## config.mk

```make
export PLATFORM = sky130hd
export DESIGN_NAME = tec_top
export DESIGN_NICKNAME = d
export VERILOG_FILES = /design/src/include/tec_pkg.sv /design/src/core/tec_pin_edge.sv /design/src/core/tec_top.sv
export VERILOG_INCLUDE_DIRS = /design/src /design/src/include
export SDC_FILE = /design/constraint.sdc
export NUM_CORES = 1
export LEC_CHECK = 0
export BUFFER_PORTS_ARGS = -buffer_cell sky130_fd_sc_hd__buf_4
export CAP_MARGIN = 20
export CORE_AREA = 2 2 138 140
export CTS_CLUSTER_SIZE = 24
export DETAILED_ROUTE_END_ITERATION = 12
export DIE_AREA = 0 0 140 142
export HOLD_SLACK_MARGIN = 0.05
export PLACE_DENSITY = 0.58
export SYNTH_ARGS = -nofsm -noshare
export SYNTH_HDL_FRONTEND = slang
export SYNTH_SLANG_ARGS = --single-unit
```

## constraint.sdc

```tcl
create_clock -name core_clk -period 3 [get_ports core_clk]
set_clock_uncertainty 0.1 [all_clocks]
set_input_delay 0.45 -clock core_clk [delete_from_list [all_inputs] [get_ports core_clk]]
set_output_delay 0.45 -clock core_clk [all_outputs]
set_load 0.02 [all_outputs]
```

## src/include/tec_regs.svh

```systemverilog
// register offsets, control field positions, reset values and count constants
// assumes one 8-bit register port; offsets are word indices on that port
`ifndef TEC_REGS_SVH
`define TEC_REGS_SVH

`define TEC_A_T0L   4'h0
`define TEC_A_T0H   4'h1
`define TEC_A_T1    4'h2
`define TEC_A_T2    4'h3
`define TEC_A_CTL0  4'h4
`define TEC_A_CTL1  4'h5
`define TEC_A_CTL2  4'h6
`define TEC_A_IEN   4'h7
`define TEC_A_FLAG  4'h8

`define TEC_B_MHI   7
`define TEC_B_MLO   6
`define TEC_B_CSEL  5
`define TEC_B_RUN   4
`define TEC_B_POL   3
`define TEC_B_PSCH  2
`define TEC_B_PSCL  0

`define TEC_CTL_RST  8'h00
`define TEC_CNT_RST  16'h0000
`define TEC_IEN_RST  3'h0

// system clock divided by eight for timer 0
`define TEC_DIV_LAST 3'h7

`endif

```

## src/include/tec_pkg.sv

```systemverilog
// types shared by the timer/event counter block
// assumes tec_regs.svh is on the include path
`default_nettype none
package tec_pkg;

  typedef enum logic [1:0] {
    TEC_M_OFF   = 2'h0,
    TEC_M_EVENT = 2'h1,
    TEC_M_TIMER = 2'h2,
    TEC_M_PWM   = 2'h3
  } tec_mode_t;

  typedef struct packed {
    logic rise;
    logic fall;
    logic lvl;
  } tec_evt_t;

  typedef struct packed {
    logic     s1;
    logic     s2;
    tec_evt_t evt;
  } tec_sync_t;

  typedef struct packed {
    logic [2:0]       div;
    logic [7:0]       psc;
    logic [2:0][15:0] cnt;
    logic [2:0][15:0] pre;
    logic [2:0][7:0]  ctl;
    logic [7:0]       lowbuf;
    logic [7:0]       rdlatch;
    logic [2:0]       ien;
    logic [2:0]       flag;
    logic [1:0]       pw_act;
    logic [7:0]       rdata;
    logic [2:0]       irq;
    logic             wake;
  } tec_state_t;

endpackage
`default_nettype wire

```

## src/core/tec_pin_edge.sv

```systemverilog
// input synchroniser with rise/fall detection for one timer pin
// assumes the pin may change at any time relative to core_clk
`default_nettype none
module tec_pin_edge
  import tec_pkg::*;
(
  input  wire logic core_clk,
  input  wire logic rst,
  input  wire logic pin_i,
  output tec_evt_t  evt
);

  tec_sync_t s_r;
  tec_sync_t s_nxt;

  always_comb begin
    s_nxt          = s_r;
    s_nxt.s1       = pin_i;
    s_nxt.s2       = s_r.s1;
    s_nxt.evt.lvl  = s_r.s2;
    s_nxt.evt.rise = s_r.s2 & ~s_r.evt.lvl;
    s_nxt.evt.fall = ~s_r.s2 & s_r.evt.lvl;
  end

  always_ff @(posedge core_clk) begin
    if (rst) begin
      s_r <= '0;
    end else begin
      s_r <= s_nxt;
    end
  end

  assign evt = s_r.evt;
endmodule
`default_nettype wire

```

## src/core/tec_top.sv

```systemverilog
// timer/event counters: one 16-bit and two 8-bit count-up counters
// assumes an 8-bit register port, one core clock, pins synchronous-safe
`include "tec_regs.svh"
`default_nettype none

module tec_top
  import tec_pkg::*;
(
  input  wire logic       core_clk,
  input  wire logic       rst,
  input  wire logic [3:0] addr,
  input  wire logic [7:0] wdata,
  input  wire logic       wr_en,
  input  wire logic       rd_en,
  input  wire logic       timer0_input_pin,
  input  wire logic       timer1_count_or_pin,
  input  wire logic       slow_rc_clock,
  input  wire logic       pdown,
  output logic      [7:0] rdata,
  output logic      [2:0] irq_req,
  output logic            wake
);

  tec_state_t s_r;
  tec_state_t s_nxt;
  tec_evt_t   pin_evt [2];
  tec_evt_t   rc_evt;
  logic [2:0] tick_c;
  logic [2:0] ovf_c;
  logic [2:0] intclk_c;

  // falling edge of prescaler bit sel: divides by 2^(sel+1)
  function automatic logic psc_fall(input logic [7:0] c, input logic [2:0] sel);
    logic [7:0] ci;
    ci = c + 8'h01;
    return c[sel] & ~ci[sel];
  endfunction

  // one count step; 8-bit counters overflow at ff, the 16-bit one at ffff, reloading p
  function automatic logic [16:0] step(input logic [15:0] c,
                                       input logic [15:0] p,
                                       input logic        wide);
    logic full;
    full = wide ? (c == 16'hffff) : (c[7:0] == 8'hff);
    if (full) begin
      return {1'b1, p};
    end
    return {1'b0, c + 16'h0001};
  endfunction

  tec_pin_edge u_pin0 (
    .core_clk (core_clk),
    .rst      (rst),
    .pin_i    (timer0_input_pin),
    .evt      (pin_evt[0])
  );

  tec_pin_edge u_pin1 (
    .core_clk (core_clk),
    .rst      (rst),
    .pin_i    (timer1_count_or_pin),
    .evt      (pin_evt[1])
  );

  // the slow rc clock is treated as a sampled level, not a second domain
  tec_pin_edge u_rc (
    .core_clk (core_clk),
    .rst      (rst),
    .pin_i    (slow_rc_clock),
    .evt      (rc_evt)
  );

  always_comb begin
    logic [2:0]  rd_inh;
    logic [2:0]  fset;
    logic [16:0] st;
    logic        run;
    logic        pol;
    logic        act_e;
    logic        ina_e;
    tec_mode_t   md;
    rd_inh   = 3'h0;
    fset     = 3'h0;
    st       = 17'h00000;
    run      = 1'b0;
    pol      = 1'b0;
    act_e    = 1'b0;
    ina_e    = 1'b0;
    md       = TEC_M_OFF;
    tick_c   = 3'h0;
    ovf_c    = 3'h0;
    s_nxt    = s_r;
    s_nxt.rdata = 8'h00;
    s_nxt.wake  = 1'b0;
    s_nxt.div   = s_r.div + 3'h1;
    s_nxt.psc   = s_r.psc + 8'h01;

    // timer 0 source, bit 5 high picks the slow rc clock
    // the divide-by-eight clock falls as div wraps to zero
    intclk_c[0] = s_r.ctl[0][`TEC_B_CSEL] ? rc_evt.fall : (s_r.div == `TEC_DIV_LAST);
    // prescaled internal clock for the 8-bit timers
    intclk_c[1] = psc_fall(s_r.psc, s_r.ctl[1][`TEC_B_PSCH:`TEC_B_PSCL]);
    intclk_c[2] = psc_fall(s_r.psc, s_r.ctl[2][`TEC_B_PSCH:`TEC_B_PSCL]);

    // a counter read holds its clock off for that cycle
    if (rd_en) begin
      rd_inh[0] = (addr == `TEC_A_T0L) || (addr == `TEC_A_T0H);
      rd_inh[1] = (addr == `TEC_A_T1);
      rd_inh[2] = (addr == `TEC_A_T2);
    end

    for (int i = 0; i < 2; i++) begin
      // mode field in the top two control bits
      md  = tec_mode_t'(s_r.ctl[i][`TEC_B_MHI:`TEC_B_MLO]);
      run = s_r.ctl[i][`TEC_B_RUN];
      // polarity applies to event and pulse width modes
      pol = s_r.ctl[i][`TEC_B_POL];
      // polarity zero counts rising edges, one counts falling
      act_e = pol ? pin_evt[i].fall : pin_evt[i].rise;
      ina_e = pol ? pin_evt[i].rise : pin_evt[i].fall;
      case (md)
        // timer mode counts the internal clock
        TEC_M_TIMER: tick_c[i] = intclk_c[i] & ~pdown;
        // pin events still count during power-down
        TEC_M_EVENT: tick_c[i] = act_e;
        // internal clock gated by the pin's active level
        TEC_M_PWM:   tick_c[i] = intclk_c[i] & s_r.pw_act[i] & ~pdown;
        default:     tick_c[i] = 1'b0;
      endcase
      // nothing advances unless run is set
      tick_c[i] = tick_c[i] & run & ~rd_inh[i];

      // a pulse leads with the edge event mode ignores, ends on the counted one
      if ((md != TEC_M_PWM) || !run) begin
        s_nxt.pw_act[i] = 1'b0;
      end else if (!s_r.pw_act[i] && ina_e) begin
        s_nxt.pw_act[i] = 1'b1;
      end else if (s_r.pw_act[i] && act_e) begin
        s_nxt.pw_act[i] = 1'b0;
        s_nxt.ctl[i][`TEC_B_RUN] = 1'b0;
      end
    end

    // timer 2 only ever runs as a plain timer
    tick_c[2] = intclk_c[2] & ~pdown & s_r.ctl[2][`TEC_B_RUN] & ~rd_inh[2];

    // count up, reload on overflow, raise the event
    for (int i = 0; i < 3; i++) begin
      st = step(s_r.cnt[i], s_r.pre[i], (i == 0));
      if (tick_c[i]) begin
        s_nxt.cnt[i] = st[15:0];
        ovf_c[i]     = st[16];
      end
    end
    // every overflow sets its request flag
    fset = ovf_c;
    // overflow in power-down wakes, whatever the enables
    s_nxt.wake = pdown & (|ovf_c);

    if (wr_en) begin
      case (addr)
        // low byte only reaches the holding buffer
        `TEC_A_T0L: s_nxt.lowbuf = wdata;
        `TEC_A_T0H: begin
          // high byte plus buffered low byte together
          s_nxt.pre[0] = {wdata, s_r.lowbuf};
          // running counter keeps going until overflow
          if (!s_r.ctl[0][`TEC_B_RUN]) begin
            s_nxt.cnt[0] = {wdata, s_r.lowbuf};
          end
        end
        `TEC_A_T1: begin
          s_nxt.pre[1] = {8'h00, wdata};
          if (!s_r.ctl[1][`TEC_B_RUN]) begin
            s_nxt.cnt[1] = {8'h00, wdata};
          end
        end
        `TEC_A_T2: begin
          s_nxt.pre[2] = {8'h00, wdata};
          if (!s_r.ctl[2][`TEC_B_RUN]) begin
            s_nxt.cnt[2] = {8'h00, wdata};
          end
        end
        // a software write of run overrides the automatic clear
        `TEC_A_CTL0: s_nxt.ctl[0] = wdata;
        `TEC_A_CTL1: s_nxt.ctl[1] = wdata;
        `TEC_A_CTL2: s_nxt.ctl[2] = wdata;
        `TEC_A_IEN:  s_nxt.ien = wdata[2:0];
        default:     s_nxt.ien = s_nxt.ien;
      endcase
    end

    // write one to clear; a same-cycle overflow still wins
    if (wr_en && (addr == `TEC_A_FLAG)) begin
      s_nxt.flag = (s_r.flag & ~wdata[2:0]) | fset;
    end else begin
      s_nxt.flag = s_r.flag | fset;
    end

    if (rd_en) begin
      case (addr)
        // low byte reads return the latched copy
        `TEC_A_T0L: s_nxt.rdata = s_r.rdlatch;
        `TEC_A_T0H: begin
          // high byte read captures the low byte
          s_nxt.rdata   = s_r.cnt[0][15:8];
          s_nxt.rdlatch = s_r.cnt[0][7:0];
        end
        `TEC_A_T1:   s_nxt.rdata = s_r.cnt[1][7:0];
        `TEC_A_T2:   s_nxt.rdata = s_r.cnt[2][7:0];
        `TEC_A_CTL0: s_nxt.rdata = s_r.ctl[0];
        `TEC_A_CTL1: s_nxt.rdata = s_r.ctl[1];
        `TEC_A_CTL2: s_nxt.rdata = s_r.ctl[2];
        `TEC_A_IEN:  s_nxt.rdata = {5'h00, s_r.ien};
        `TEC_A_FLAG: s_nxt.rdata = {5'h00, s_r.flag};
        default:     s_nxt.rdata = 8'h00;
      endcase
    end

    // request only where the enable is set
    s_nxt.irq = s_nxt.flag & s_nxt.ien;
  end

  always_ff @(posedge core_clk) begin
    if (rst) begin
      s_r     <= '0;
      s_r.ctl <= {3{`TEC_CTL_RST}};
      s_r.cnt <= {3{`TEC_CNT_RST}};
      s_r.pre <= {3{`TEC_CNT_RST}};
      s_r.ien <= `TEC_IEN_RST;
    end else begin
      s_r <= s_nxt;
    end
  end

  assign rdata   = s_r.rdata;
  assign irq_req = s_r.irq;
  assign wake    = s_r.wake;
endmodule
`default_nettype wire

```

# --- Word level (Yosys, flattened, before mapping) ---
# Cells that the tools add are included.
word_totals:
  ram_bits: 0
  romBits: 0
  inputBits: 20
  latch_bits: 0
  out_inout_bits: 12
  elab_cells: 187
  memories: 0
  reg_bits: 165
op_classes:
  div: 0
  n_mux: 59
  n_lt_le_gt_ge: 2
  n_reduce_logical: 27
  addsub: 5
  n_eq_ne: 20
  mul: 0
  shifts: 0
  bitwise: 38
ops:
  columns: ["op", "count"]
  rows:
  - ["16-bit two-way mux", 10]
  - ["128-bit two-way mux", 1]
  - ["17-bit two-way mux", 6]
  - ["8-bit case mux with 9 select lines", 1]
  - ["16-bit by 1-bit adder with 16-bit output, second input constant", 3]
  - ["8-bit two-way mux", 6]
  - ["1-bit two-way mux", 25]
  - ["1-bit AND", 21]
  - ["16-bit == test, second input constant", 1]
  - ["4-bit by 3-bit == test with 1-bit output, second input constant", 4]
  - ["8-bit == test, second input constant", 2]
  - ["2-bit AND reduction", 8]
  - ["1-bit binary-select mux with 3-bit select", 4]
  - ["3-bit two-way mux", 4]
  - ["1-bit NOT", 12]
  - ["8-bit by 1-bit adder with 8-bit output, second input constant", 1]
  - ["2-bit == test, second input constant", 4]
  - ["4-bit by 2-bit == test with 1-bit output, second input constant", 2]
  - ["3-bit by 4-bit < comparator with 1-bit output, second input constant", 2]
  - ["3-bit AND", 2]
  - ["3-bit OR", 2]
  - ["1-bit case mux with 3 select lines", 2]
  - ["2-bit OR reduction", 3]
  - ["1-bit logical AND", 5]
  - ["12 further kinds", 20]

# --- Logic depth before layout (Yosys ltp) ---
# Gate-level depths: netlist of run 1.
depth:
  ltp_word: 14
  depth_mapped: 9
  mapped_depth_nobuf: 7

# --- Cells and area by module ---
# Synthesis of run 1 repeated with hierarchy kept, for this count alone.
unflattened:
  cells_unflattened: 869
  hier_area_um2: 7236.9
by_module_without_submodules:
  columns: ["module", "area_per_inst_um2", "cells_each", "instances", "seq_area_each_um2"]
  rows:
  - ["tec_top", 6835.3, 839, 1, 2702.6]
  - ["tec_pin_edge", 133.9, 10, 3, 100.1]

# --- Worst setup path before layout of run 1 ---
# Ideal clock, no wire load.
synth_path:
  path_kind: "reg-to-reg"
  from: "reg s_r[156] (netlist bit)"
  to: "reg s_r[124] (netlist bit)"
  required_time_ps: 2797
  setup_ps: 103
  path_buffers: 1
  stages_incl_launch_ff: 9
  t_arrival_ps: 1979
  path_slack_ps: 818
  period_less_slack_ps: 2182
  cell_sequence: "dfxtp_1 > ha_1 > nand4_1 > a211o_1 > a41o_4 > nor2_4 > buf_6 > o21ai_2 > a2111oi_2"
synth_via:
  elab_chain_cells: 14
  elab_cells_between_ends: 17
  cone_classes: "add/sub (1); mux (9); bitwise (7)"
synth_lines:
  columns: ["item", "line", "rtl"]
  rows:
  - ["start: declaration", "tec_top.sv:24", "tec_state_t s_r;"]
  - ["start signal: assignment", "tec_top.sv:232", "s_r <= s_nxt;"]
  - ["8-bit by 1-bit adder with 8-bit output", "tec_top.sv:35", "ci = c + 8'h01;"]
  - ["1-bit binary-select mux with 3-bit select", "tec_top.sv:36", "return c[sel] & ~ci[sel];"]
  - ["1-bit two-way mux (not written as such)", "tec_top.sv:36", null]
  - ["1-bit NOT", "tec_top.sv:36", null]
  - ["1-bit AND *", "tec_top.sv:36", null]
  - ["1-bit AND (2 in series)", "tec_top.sv:127", "TEC_M_PWM: tick_c[i] = intclk_c[i] & s_r.pw_act[i] & ~pdown;"]
  - ["1-bit case mux with 3 select lines *", "tec_top.sv:121", "case (md)"]
  - ["1-bit AND * (2 in series)", "tec_top.sv:131", "tick_c[i] = tick_c[i] & run & ~rd_inh[i];"]
  - ["16-bit two-way mux *", "tec_top.sv:150", "if (tick_c[i]) begin"]
  - ["16-bit two-way mux", "tec_top.sv:174", "if (!s_r.ctl[1][`TEC_B_RUN]) begin"]
  - ["16-bit two-way mux", "tec_top.sv:161", "case (addr)"]
  - ["128-bit two-way mux *", "tec_top.sv:160", "if (wr_en) begin"]
# Every way passes the cells marked *; elsewhere a longest branch is shown, timed or not. The select of a mux whose other input is x is not followed.
# A chain may end at the register's enable or synchronous reset.

# --- Final worst setup path of run 1 ---
layout_path:
  from: "reg s_r[156] (netlist bit)"
  to: "reg s_r[147] (netlist bit)"
layout_via:
  elab_chain_cells: 12
  elab_cells_between_ends: 14
  cone_classes: "add/sub (1); mux (8); bitwise (5)"
layout_lines:
  columns: ["item", "line", "rtl"]
  rows:
  - ["8-bit by 1-bit adder with 8-bit output", "tec_top.sv:35", null]
  - ["1-bit binary-select mux with 3-bit select", "tec_top.sv:36", null]
  - ["1-bit two-way mux (not written as such)", "tec_top.sv:36", null]
  - ["1-bit NOT", "tec_top.sv:36", null]
  - ["1-bit AND *", "tec_top.sv:36", null]
  - ["1-bit AND * (3 in series)", "tec_top.sv:145", "tick_c[2] = intclk_c[2] & ~pdown & s_r.ctl[2][`TEC_B_RUN] & ~rd_inh[2];"]
  - ["16-bit two-way mux *", "tec_top.sv:150", null]
  - ["16-bit two-way mux", "tec_top.sv:180", "if (!s_r.ctl[2][`TEC_B_RUN]) begin"]
  - ["16-bit two-way mux", "tec_top.sv:161", null]
  - ["128-bit two-way mux *", "tec_top.sv:160", null]
# Marked as above.

==> metrics.sh, run 1 <==
FIRST_PASS_GRT_WIRE_LENGTH_UM=33200
POST_CTS_BUFFERS=0
WORST_VDD_IR_mV=0.4224
MIN_PATH_TYPE='primary input to flip-flop'
CTS_REPAIR_RESIZE_COUNT=0
FLOORPLAN.DIE.WIDTH_UM=140
DRCVIOLATIONCOUNT=1
CLKTRANSATPATHREGS_NS=0.07
SYNTH-SEQ-AREA-SHARE=0.4122
ROUTED_VIA_COUNT_DIVIDED_BY_CELL_COUNT=5.755
CELLLEAKAGEPOWER_nW=2.877
FINALINSTANCEAREA_UM2=8160
ROW_COUNT=50
MIN_DELAY_PATH_DEPTH=2
WORST-SLEW-PIN-TRANSITION_NS=0.8917
DETAILEDROUTE.FIRSTITERATIONVIOLATIONS=636
CTS.ROOT.BUFFER_CELL='sky130_fd_sc_hd__clkbuf_16'
GRT_MAX_DEGREE=82
CLOCK_LATENCY_NS=0.43
VIAS=6313
GPL.FINAL_WEIGHTED_CONGESTION=0.9480
MAXCAPVIOLCOUNT=0
DESIGN.CORE.AREA_UM2=18460
CLOCK.FMAX_GHz=0.4001
DESIGN_POWER_TOTAL_mW=4.420
CRIT_PATH_MAX_FANOUT=14
SETUP.WORST_PATH.START_CLASS='flip-flop'
WORST-SETUP-PATH-TYPE='flip-flop to flip-flop'
SLEW_HEADROOM=0.4055
PLACEMENT.CELL_AREA_UM2=7582
HIGHEST-SIGNAL-LAYER='met4'
MET3_LENGTH_UM=1121
POST-ROUTE-UTIL=0.4422
DIE_H_UM=142
GRT_SETUP_UNREPAIRED='false'
FIN_NETS=876
POST_DRT_WL_PER_CELL_UM=19.53
SETUP_TOTAL_NEGATIVE_SLACK_NS=0
DETAILED_PLACE_HPWL_UM=14960
ANT_NETS=0
SYNTH_ASYNC_SR_FLOP_SHARE=0
GRT_REMAINING_OVERFLOW=0
ROUTE.LAYER.MET1.WL_UM=9755
YOSYS_WARNINGS=0
SYNTH_AREA_PER_CELL_UM2=8.523
FLOORPLAN.DIE_AREA_UM2=19880
SYNTH_TOP_AREA_SHARE=0.4122
ANTENNA_CELLS=0
CTS.SINKS=149
POST-SYNTH-TOP-AREA-CELL='sky130_fd_sc_hd__dfxtp_1'
RUN_STATUS='finished, violations left'
DETAILEDROUTE.FIRSTPASSITERATIONCOUNT=9
HOLD_VIOL=0
HOLD_BUFFERS=0
TRITONCTS='built'
SYNTH_CELL_TYPES=79
FINAL_PERIOD_MINUS_WORST_SETUP_SLACK_NS=2.499
FAILED_CHECKS='design-rule violations'
R2R.WORST_PATH.CELLS=7
WIRELENGTH_UM=21420
SYNTHESIS.NETS=875
WORST_HOLD_SLACK_NS=0.1354
FIN_CELLS=1097
GRT_PASS1_VIAS=5791
SYNTHMOSTINSTANTIATEDCELL='sky130_fd_sc_hd__dfxtp_1'
LAYOUT_WORST_PATH_CYCLE_SHARE=0.8331
PIN_COUNT=32
MULTI_INPUT_AREA_UM2=3870
ROUTED-WL-MET2_UM=10060
CELL_AREA_SYNTH_UM2=7236
SYNTH_CELLS=849
IO_BUFFER_COUNT=31
POWER.DENSITY_CELL_AREA_nW_PER_UM2=541.7
DRV_SLEW=0
SYNTH_ENABLE_FLOP_CELLS=0
CRITICAL_PATH_REQUIRED_NS=3.23
CRIT_PATH_END_KIND='flip-flop'
CTS_MAX_LEVEL=4
LAYOUT.AREA.SEQ_UM2=2983
PLACED_CELLS=1065
YS_TOP_CELLS_BY_COUNT='sky130_fd_sc_hd__dfxtp_1 (149), sky130_fd_sc_hd__nand2_1 (95), sky130_fd_sc_hd__nor2_1 (91)'
INITIAL_ANTENNA_VIOLATION_COUNT=0
FINAL_LAYOUT_SIZE_SUFFIX_GT1_FRAC=0.1333
LAYOUT.FILLER_CELLS=1829
GR-USAGE-ALL-LAYERS=0.2178
POST_SYNTHESIS_REGISTER_BIT_COUNT=149
YS_TOP_CELLS_BY_AREA='sky130_fd_sc_hd__dfxtp_1 (41%), sky130_fd_sc_hd__mux2i_1 (7.3%), sky130_fd_sc_hd__nand2_1 (4.9%), sky130_fd_sc_hd__nor2_1 (4.7%), sky130_fd_sc_hd__a21oi_1 (4.5%)'
SYN2LAYOUT_AREA_GROWTH_PCT=12.78
FLOORPLAN.INITIALDENSITY=0.3921
CTS_MAX_PATH_BUFS=2
POSTSYNTH.TOPFLOPCELL='sky130_fd_sc_hd__dfxtp_1'
CTS-BUFFERS-INSERTED=17
FINALSETUPVIOLATIONS=0
WORST-ENDPOINT-ARRIVAL_NS=2.72
PRE_CTS_SETUP_SLACK_NS=0.5205
FINALWORSTSETUPSLACK_NS=0.5008
-- placed cells by master (no fill, tap or decap), drive strengths merged, types with 3 or more instances in the layout --
cell,synthesis,routed
nand3b,3,3
mux2i,53,53
nand4,8,8
o21ai,16,16
o21a,3,3
inv,13,24
nor2,94,94
or2,4,4
o22ai,9,9
mux2,11,11
nand3,56,56
a311oi,10,10
a31oi,5,5
nand2,96,96
a22oi,13,13
a21oi,65,65
xor2,5,5
a221oi,8,8
xnor2,8,8
a41o,4,4
a211o,4,4
ha,6,6
and4,6,6
nand2b,9,9
o31ai,3,3
nor2b,23,23
nor3,21,21
nor3b,8,8
and3,4,4
o2bb2ai,4,4
buf,30,50
dfxtp,149,149
a211oi,15,15
nor4,7,7
and2,6,6
clkbuf,38,17
a2111oi,4,4
-- kinds of logic (layout without fill, tap and decap cells) --
kind of cell | Yosys count | in the layout | share of synthesized area
flops | 149 | 149 | 0.4122
compound gates | 180 | 180 | 0.1752
buf+inv | 81 | 95 | 0.05447
fa+ha+maj | 6 | 6 | 0.01037
xor+xnor | 13 | 13 | 0.01574
mux | 64 | 64 | 0.09044
simple gates | 356 | 356 | 0.2416
-- path summary, 6_finish.rpt --
| kind | from | to | slack [ns] |
|---|---|---|---|
| setup / recovery | s_r[156] | s_r[147] | 0.50 |
| hold / removal | timer1_count_or_pin | u_pin1.s_nxt[3] | 0.14 |
| setup reg to reg | s_r[156] | s_r[147] | 0.50 |
| hold reg to reg | u_pin0.evt[0] | u_pin0.evt[2] | 0.29 |
-- area by class of cell --
| cell class | instances | share of cell area |
|---|---|---|
| tap | 234 | 0.03588 |
| timing repair buffer | 50 | 0.04753 |
| sequential | 149 | 0.3655 |
| inverter | 13 | 0.005980 |
| clock inverter | 15 | 0.01871 |
| multi-input combinational | 619 | 0.4742 |
| clock buffer | 17 | 0.05213 |
-- where the power goes --
group | total [mW] | leakage (nW) | internal [mW] | switching (mW)
registers | 2.05 | 1.21 | 2.01 | 0.0362
logic | 0.255 | 1.39 | 0.0884 | 0.166
clock network | 2.12 | 0.285 | 1.18 | 0.944
-- per-layer routing --
metal	global-route usage	vias to the layer above
met4	0.07709	0
met3	0.04509	30
met5	0	-
met2	0.3523	209
li1	-	3050
met1	0.2901	3024
-- flip-flops by register name, indices dropped and copies added (netlist names) --
register / count
u_pin0.evt: 3
u_rc.evt: 2
s_r: 123
wake: 1
rdata: 8
u_pin0.s_nxt: 2
u_pin1.s_nxt: 2
u_pin1.evt: 3
u_rc.s_nxt: 2
irq_req: 3
-- critical path, stage by stage (launching register included) --
cell	delay (ns)
sky130_fd_sc_hd__dfxtp_1	0.42
sky130_fd_sc_hd__ha_1	0.29
sky130_fd_sc_hd__nand4_1	0.19
sky130_fd_sc_hd__a211oi_1	0.26
sky130_fd_sc_hd__o31ai_1	0.17
sky130_fd_sc_hd__nor2_2	0.49
sky130_fd_sc_hd__a31oi_1	0.17
sky130_fd_sc_hd__o31a_1	0.30
No activity file was read; power rests on OpenSTA's default activity.
==> inputs of run 2 (changes only) <==
Settings changed: PLACE_DENSITY 0.58 to 0.6.
Clock period 3 ns to 2.05 ns, I/O delays scaled along.
==> run 2 against run 1 <==
Net effect: the run ends with design-rule violations, negative setup slack left; sequential cell count unchanged; design area up 14%; final cell count up 9.6%; critical path depth unchanged; sequential power rose by 46%; wire length rose by 6.3%; clock power increased by 45%; critical path type unchanged; register-to-register slack worse by 0.56 ns; first-iteration DRC count up 5.3%; worst setup slack got worse by 0.56 ns; global-route usage increased by 1.1 points; core utilization rose by 6.1 points.
==> metrics.sh, run 2 (same netlist as run 1, synthesis figures left out) <==
RUN_STATUS='finished, violations left'
FAILED_CHECKS='design-rule violations, negative setup slack'
GR-USAGE-ALL-LAYERS=0.2288  # +0.01103
FINAL_PERIOD_MINUS_WORST_SETUP_SLACK_NS=2.114  # -0.3856 ns
CELLLEAKAGEPOWER_nW=3.478  # +21%
DRCVIOLATIONCOUNT=3  # +2
SYN2LAYOUT_AREA_GROWTH_PCT=28.46
TIMING.HOLD.WORST.START='wr_en'
LAYOUT.FILLER_CELLS=1743  # -4.7%
DETAILEDROUTE.FIRSTPASSITERATIONCOUNT=9  # unchanged
GPL.FINAL_WEIGHTED_CONGESTION=0.9208  # -2.9%
FIN_NETS=981  # +12%
GRT_PASS1_VIAS=6285  # +8.5%
SLEW_HEADROOM=0.6738  # +0.2683
INTERNAL_POWER_mW=4.937  # +51%
TRITONCTS='built'
INITIAL_ANTENNA_VIOLATION_COUNT=0  # unchanged
SWSHARE=0.2458  # -0.01363
PRE_CTS_SETUP_SLACK_NS=-0.2802  # -0.8007 ns
WORST_R2R_ENDPOINT='s_r[128]'
ROW_COUNT=50  # unchanged
ANT_NETS=0  # unchanged
REGTOREGSETUPSLACK_NS=-0.06  # -0.56 ns
IO_BUFFER_COUNT=31  # unchanged
GRT_SETUP_UNREPAIRED='true'
LARGEST_REGISTER_FF_COUNT=123  # unchanged
LAYOUT.CELLS.MOST_COMMON='sky130_fd_sc_hd__buf_4'
SETUP_TOTAL_NEGATIVE_SLACK_NS=-0.1171  # -0.1171 ns
LAYOUT_WORST_PATH_CYCLE_SHARE=1.031  # +0.1980
CTS_MAX_PATH_BUFS=2  # unchanged
WORST-SETUP-PATH-TYPE='flip-flop to flip-flop'
FINALSETUPVIOLATIONS=4  # +4
DIE_H_UM=142  # unchanged
VIAS=6739  # +6.7%
FLOORPLAN.INITIALDENSITY=0.3921  # unchanged
CRIT_PATH_MAX_FANOUT=4  # -10
FINALWORSTSETUPSLACK_NS=-0.06356  # -0.5644 ns
WORSTHOLDENDPOINT='s_r[48]'
GRT_MAX_DEGREE=41  # -50%
CTS-BUFFERS-INSERTED=17  # unchanged
CLKTRANSATPATHREGS_NS=0.07  # about the same
P_SWITCHING_mW=1.609  # +40%
LAYOUT.AREA.SEQ_UM2=2999  # +0.55%
CTS.SINKS=149  # unchanged
R2R_START='s_r[157]'
WIRELENGTH_UM=22770  # +6.3%
WORST_HOLD_SLACK_NS=0.1130  # -0.02242 ns
R2R.WORST_PATH.CELLS=7  # unchanged
CTS.ROOT.BUFFER_CELL='sky130_fd_sc_hd__clkbuf_16'
DESIGN.CORE.AREA_UM2=18460  # unchanged
WORST-ENDPOINT-ARRIVAL_NS=2.40  # -0.32 ns
COMB_POWER_SHARE=0.075  # +0.017
WORST_VDD_IR_mV=0.4731  # +12%
DRV_SLEW=0  # unchanged
GRT_REMAINING_OVERFLOW=0  # unchanged
MULTI_INPUT_AREA_UM2=4151  # +7.3%
MIN_DELAY_PATH_DEPTH=3  # +1
SEQ_POWER_SHARE=0.456  # -0.007
LAYOUT.CELLS.MOST_COMMON_LIST='sky130_fd_sc_hd__buf_4 (141), sky130_fd_sc_hd__dfxtp_1 (140), sky130_fd_sc_hd__nand2_1 (93)'
POST_DRT_WL_PER_CELL_UM=18.94  # -3.0%
PIN_COUNT=32  # unchanged
POWER.DENSITY_CELL_AREA_nW_PER_UM2=704.2  # +30%
CRIT_PATH_END_KIND='flip-flop'
FLOORPLAN.DIE_AREA_UM2=19880  # unchanged
DETAILED_PLACE_HPWL_UM=15710  # +5.0%
CLOCK_LATENCY_NS=0.44  # about the same
FIRST_PASS_GRT_WIRE_LENGTH_UM=35130  # +5.8%
MIN_PATH_TYPE='primary input to flip-flop'
CLOCK.FMAX_GHz=0.4731  # +18%
DESIGN_POWER_TOTAL_mW=6.546  # +48%
FLOORPLAN.DIE.WIDTH_UM=140  # unchanged
MAXCAPVIOLCOUNT=0  # unchanged
POWER.SHARE.CLOCK=0.469  # -0.010
ROUTED_VIA_COUNT_DIVIDED_BY_CELL_COUNT=5.606  # -2.6%
ANTENNA_CELLS=0  # unchanged
CTS_MAX_LEVEL=4  # unchanged
HOLD_VIOL=0  # unchanged
CRITICAL_PATH_REQUIRED_NS=2.34  # -0.89 ns
FINAL_LAYOUT_SIZE_SUFFIX_GT1_FRAC=0.2707  # +0.1374
DETAILEDROUTE.FIRSTITERATIONVIOLATIONS=670  # +5.3%
WORST-SLEW-PIN-TRANSITION_NS=0.4841  # -0.4077 ns
TOP_REGISTER='s_r'
SETUP.WORST_PATH.START_CLASS='flip-flop'
[run 2: critical path: stages, from the launching register on]
cell	delay (ns)
sky130_fd_sc_hd__dfxtp_4	0.37
sky130_fd_sc_hd__ha_4	0.25
sky130_fd_sc_hd__nor4bb_4	0.24
sky130_fd_sc_hd__nor2_1	0.07
sky130_fd_sc_hd__a41o_2	0.31
sky130_fd_sc_hd__buf_6	0.13
sky130_fd_sc_hd__or4_4	0.52
sky130_fd_sc_hd__nand3_2	0.08
[run 2: final cells by class]
class / instances / share of cell area
clock buffer: 21 / 0.05169
clock inverter: 11 / 0.01063
inverter: 13 / 0.005250
multi-input combinational: 619 / 0.4466
sequential: 149 / 0.3227
tap: 234 / 0.03150
timing repair buffer: 155 / 0.1316
[run 2: worst max-delay path by stage]
stage | endpoint | from | slack, ns | depth (start not counted)
4_1_cts | s_r[128] | s_r[157] | -0.04 | 7
3_3_place_gp | s_r[142] | s_r[159] | -0.26 | 7
3_5_place_dp | s_r[142] | s_r[159] | -0.28 | 7
2_1_floorplan | s_r[124] | s_r[156] | 0.0009 | 8
6_report | s_r[128] | s_r[157] | -0.06 | 7
5_1_grt | s_r[128] | s_r[157] | -0.14 | 7
[run 2: per-stage QoR]
step,cells,cell area (um2),util
6_report,1202,9295,0.5037
5_1_grt,1202,9295,0.5037
4_1_cts,1194,8994,0.4873
3_5_place_dp,1154,8278,0.4485
3_3_place_gp,1154,8278,0.4485
2_1_floorplan,849,7251,-
[run 2: power groups by stage]
stage	clock network (mW)	registers [mW]	logic (mW)
after global routing	3.24	2.99	0.524
after floorplan	0	3.04	0.251
after detailed placement	0	3.04	0.452
after CTS	3.12	2.98	0.465
after global placement	0	3.04	0.450
final	3.07	2.99	0.489
[run 2: routing by layer]
| layer | track usage | vias to the layer above | wire, um | part of all wire |
|---|---|---|---|---|
| li1 | - | 3255 | - | - |
| met1 | 0.3049 | 3219 | 10240 | 0.45 |
| met2 | 0.3617 | 210 | 10560 | 0.46 |
| met3 | 0.04105 | 55 | 1098 | 0.048 |
| met4 | 0.1085 | 0 | 874 | 0.038 |
| met5 | 0 | - | 0 | 0 |
[run 2: repair_timing]
action / 4_1_cts / 5_1_grt
gates cloned: 0 / 1
endpoints found under the setup margin: 25 / 34
hold buffers: 3 / 0
hold endpoints to repair: 3 / 0
resized for setup: 16 / 54
pin swaps: 8 / 29
setup buffers: 5 / 8
==> inputs of run 3 (changes only) <==
Settings changed: PLACE_DENSITY 0.6 to 0.54.
==> run 3 against run 2 <==
Net effect: the run still ends with design-rule violations, negative setup slack left; non-clock buffer count rose by 8; register-to-register slack got worse by 0.03 ns; wire length rose by 1.1%; highest routed layer unchanged; critical endpoint unchanged; core utilization rose by 0.25 points; combinational power barely moved; critical path depth did not move; clock-buffer cell count did not move; sequential share of layout area fell by 0.16 points.
==> metrics.sh, run 3 (same netlist as run 1, synthesis figures left out) <==
RUN_STATUS='finished, violations left'
FAILED_CHECKS='design-rule violations, negative setup slack'
CLKTRANSATPATHREGS_NS=0.06  # about the same
VIAS=6812  # +1.1%
PATH_DEPTH=7  # unchanged
SETUP.WORST_PATH.START_CLASS='flip-flop'
FIRST_PASS_GRT_WIRE_LENGTH_UM=36320  # +3.4%
TRITONCTS='built'
LAYOUT.CELLS.MOST_COMMON='sky130_fd_sc_hd__buf_4'
FLOORPLAN.INITIALDENSITY=0.3921  # unchanged
FINALWORSTSETUPSLACK_NS=-0.08901  # -0.02545 ns
CRIT_SLOWEST_CELL='sky130_fd_sc_hd__or4_1'
CTS_MAX_LEVEL=4  # unchanged
DIE_H_UM=142  # unchanged
WORST-SETUP-PATH-TYPE='flip-flop to flip-flop'
LAYOUT.AREA.SEQ_UM2=2999  # unchanged
PIN_COUNT=32  # unchanged
ANTENNA_CELLS=0  # unchanged
GR-USAGE-ALL-LAYERS=0.2357  # +0.006910
DETAILEDROUTE.FIRSTPASSITERATIONCOUNT=9  # unchanged
LAYOUT_WORST_PATH_CYCLE_SHARE=1.043  # +0.01242
SYN2LAYOUT_AREA_GROWTH_PCT=29.10
MULTI_INPUT_AREA_UM2=4140  # -0.27%
DRV_SLEW=0  # unchanged
ROW_COUNT=50  # unchanged
DOMINANT_DELAY_CONTRIBUTOR_BY_CELL_FAMILY_ON_THE_CRITICAL_PATH='simple AND/OR/NAND/NOR gates'
POWER.DENSITY_CELL_AREA_nW_PER_UM2=687.6  # -2.4%
CTS.SINKS=149  # unchanged
DRCVIOLATIONCOUNT=2  # -1
ANT_NETS=0  # unchanged
CELLLEAKAGEPOWER_nW=3.503  # +0.72%
FINAL_LAYOUT_SIZE_SUFFIX_GT1_FRAC=0.2725  # +0.001880
TIMING.CRITICAL_PATH.BUF_INV=1  # unchanged
CPPEAKSTAGEDELAY_NS=0.49  # -0.03 ns
CLOCK.FMAX_GHz=0.4675  # -1.2%
MIN_PATH_TYPE='primary input to flip-flop'
TOP_REGISTER='s_r'
PATH_CELLS='ha_4 > nor4bb_4 > nor2_1 > a41o_2 > buf_4 > or4_1 > nand3_1'
INITIAL_ANTENNA_VIOLATION_COUNT=0  # unchanged
WORST-ENDPOINT-ARRIVAL_NS=2.41  # about the same
WORST_VDD_IR_mV=0.6023  # +27%
PRE_CTS_SETUP_SLACK_NS=-0.2128  # +0.06740 ns
R2R.WORST_PATH.CELLS=7  # unchanged
LARGEST_REGISTER_FF_COUNT=123  # unchanged
DETAILEDROUTE.FIRSTITERATIONVIOLATIONS=501  # -25%
DESIGN.CORE.AREA_UM2=18460  # unchanged
GRT_PASS1_VIAS=6632  # +5.5%
CRITICAL_PATH_REQUIRED_NS=2.32  # -0.02 ns
SLEW_HEADROOM=0.6669  # -0.006859
FIN_NETS=989  # +0.82%
FLOORPLAN.DIE_AREA_UM2=19880  # unchanged
HOLD_VIOL=0  # unchanged
MAXCAPVIOLCOUNT=0  # unchanged
CLOCK_LATENCY_NS=0.43  # about the same
GPL.FINAL_WEIGHTED_CONGESTION=0.8900  # -3.3%
GRT_MAX_DEGREE=41  # unchanged
MIN_DELAY_PATH_DEPTH=3  # unchanged
GRT_SETUP_UNREPAIRED='true'
DETAILED_PLACE_HPWL_UM=16460  # +4.8%
FINALSETUPVIOLATIONS=8  # +4
FIN_CELLS=1210  # +0.67%
LAYOUT.FILLER_CELLS=1716  # -1.5%
PLACED_CELLS=1162  # +0.69%
IO_BUFFER_COUNT=31  # unchanged
CTS_MAX_PATH_BUFS=2  # unchanged
FINAL_PERIOD_MINUS_WORST_SETUP_SLACK_NS=2.139  # +0.02545 ns
LAYOUT.CELLS.MOST_COMMON_LIST='sky130_fd_sc_hd__buf_4 (146), sky130_fd_sc_hd__dfxtp_1 (142), sky130_fd_sc_hd__nand2_1 (95)'
POST_DRT_WL_PER_CELL_UM=19.02  # +0.39%
WIRELENGTH_UM=23010  # +1.1%
ROUTED_VIA_COUNT_DIVIDED_BY_CELL_COUNT=5.630  # +0.41%
FLOORPLAN.DIE.WIDTH_UM=140  # unchanged
CRIT_PATH_MAX_FANOUT=4  # unchanged
SETUP_TOTAL_NEGATIVE_SLACK_NS=-0.2554  # -0.1382 ns
CRIT_PATH_END_KIND='flip-flop'
WORST-SLEW-PIN-TRANSITION_NS=0.4996  # +0.01558 ns
GRT_REMAINING_OVERFLOW=0  # unchanged
CTS.ROOT.BUFFER_CELL='sky130_fd_sc_hd__clkbuf_16'
CTS-BUFFERS-INSERTED=17  # unchanged
run 3: cell count changes in the layout (fill, tap and decap cells not counted), moves of 3 or more:
cell / delta
sky130_fd_sc_hd__buf_4: +5
sky130_fd_sc_hd__clkbuf_8: -3
sky130_fd_sc_hd__nor3_2: +3
sky130_fd_sc_hd__buf_6: +3
sky130_fd_sc_hd__nand3_1: +3
sky130_fd_sc_hd__dfxtp_2: -3
sky130_fd_sc_hd__clkbuf_1: +3
run 3: where the power goes:
part	switching, mW	internal [mW]	leakage (nW)
sequential	0.0400	2.94	1.21
clock	1.25	1.70	0.268
combinational	0.290	0.201	2.03
total	1.58	4.85	3.50
run 3: per-layer routing:
metal / vias to the layer above / global-route usage / wire [um]
met5: - / 0 / 0
met4: 0 / 0.08878 / 691
met3: 49 / 0.04374 / 1451
met2: 226 / 0.3886 / 10870
met1: 3266 / 0.3093 / 10000
li1: 3271 / - / -
run 3: per-stage QoR:
step	util	power [mW]	cell area, um2	hold WS (ns)
after CTS	0.4942	6.455	9121	0.1178
after global routing	0.5062	6.648	9341	0.1440
after floorplan	-	3.288	7251	0.2835
after global placement	0.4525	3.487	8351	0.2891
after detailed placement	0.4525	3.496	8351	0.2941
final	0.5062	6.424	9341	0.1342
run 3: final timing paths:
| path | startpoint | end | slack (ns) |
|---|---|---|---|
| max | s_r[156] | s_r[128] | -0.09 |
| max reg2reg | s_r[156] | s_r[128] | -0.09 |
| min | wr_en | s_r[52] | 0.13 |
| min reg2reg | u_pin0.evt[0] | u_pin0.evt[2] | 0.30 |
run 3: tightest hold or removal path, delay by kind of cell:
kind	cells	cell delay [ns]
and+or+nand+nor	1	0.09
AOI/OAI and AO/OA	1	0.05
buffers and inverters	1	0.16
run 3: what timing repair did:
| item | CTS | global route |
|---|---|---|
| hold buffers | 3 | 0 |
| pin swaps | 16 | 27 |
| gates resized for setup | 27 | 43 |
| setup buffers | 8 | 6 |
| hold endpoints to repair | 3 | 0 |
| endpoints found under the setup margin | 23 | 39 |
run 3: layout make-up:
class                      instances  area share
clock buffer                      21     0.04822
clock inverter                    11     0.01072
inverter                          13    0.005224
multi-input combinational        619      0.4432
sequential                       149      0.3211
tap                              234     0.03134
timing repair buffer             163      0.1402
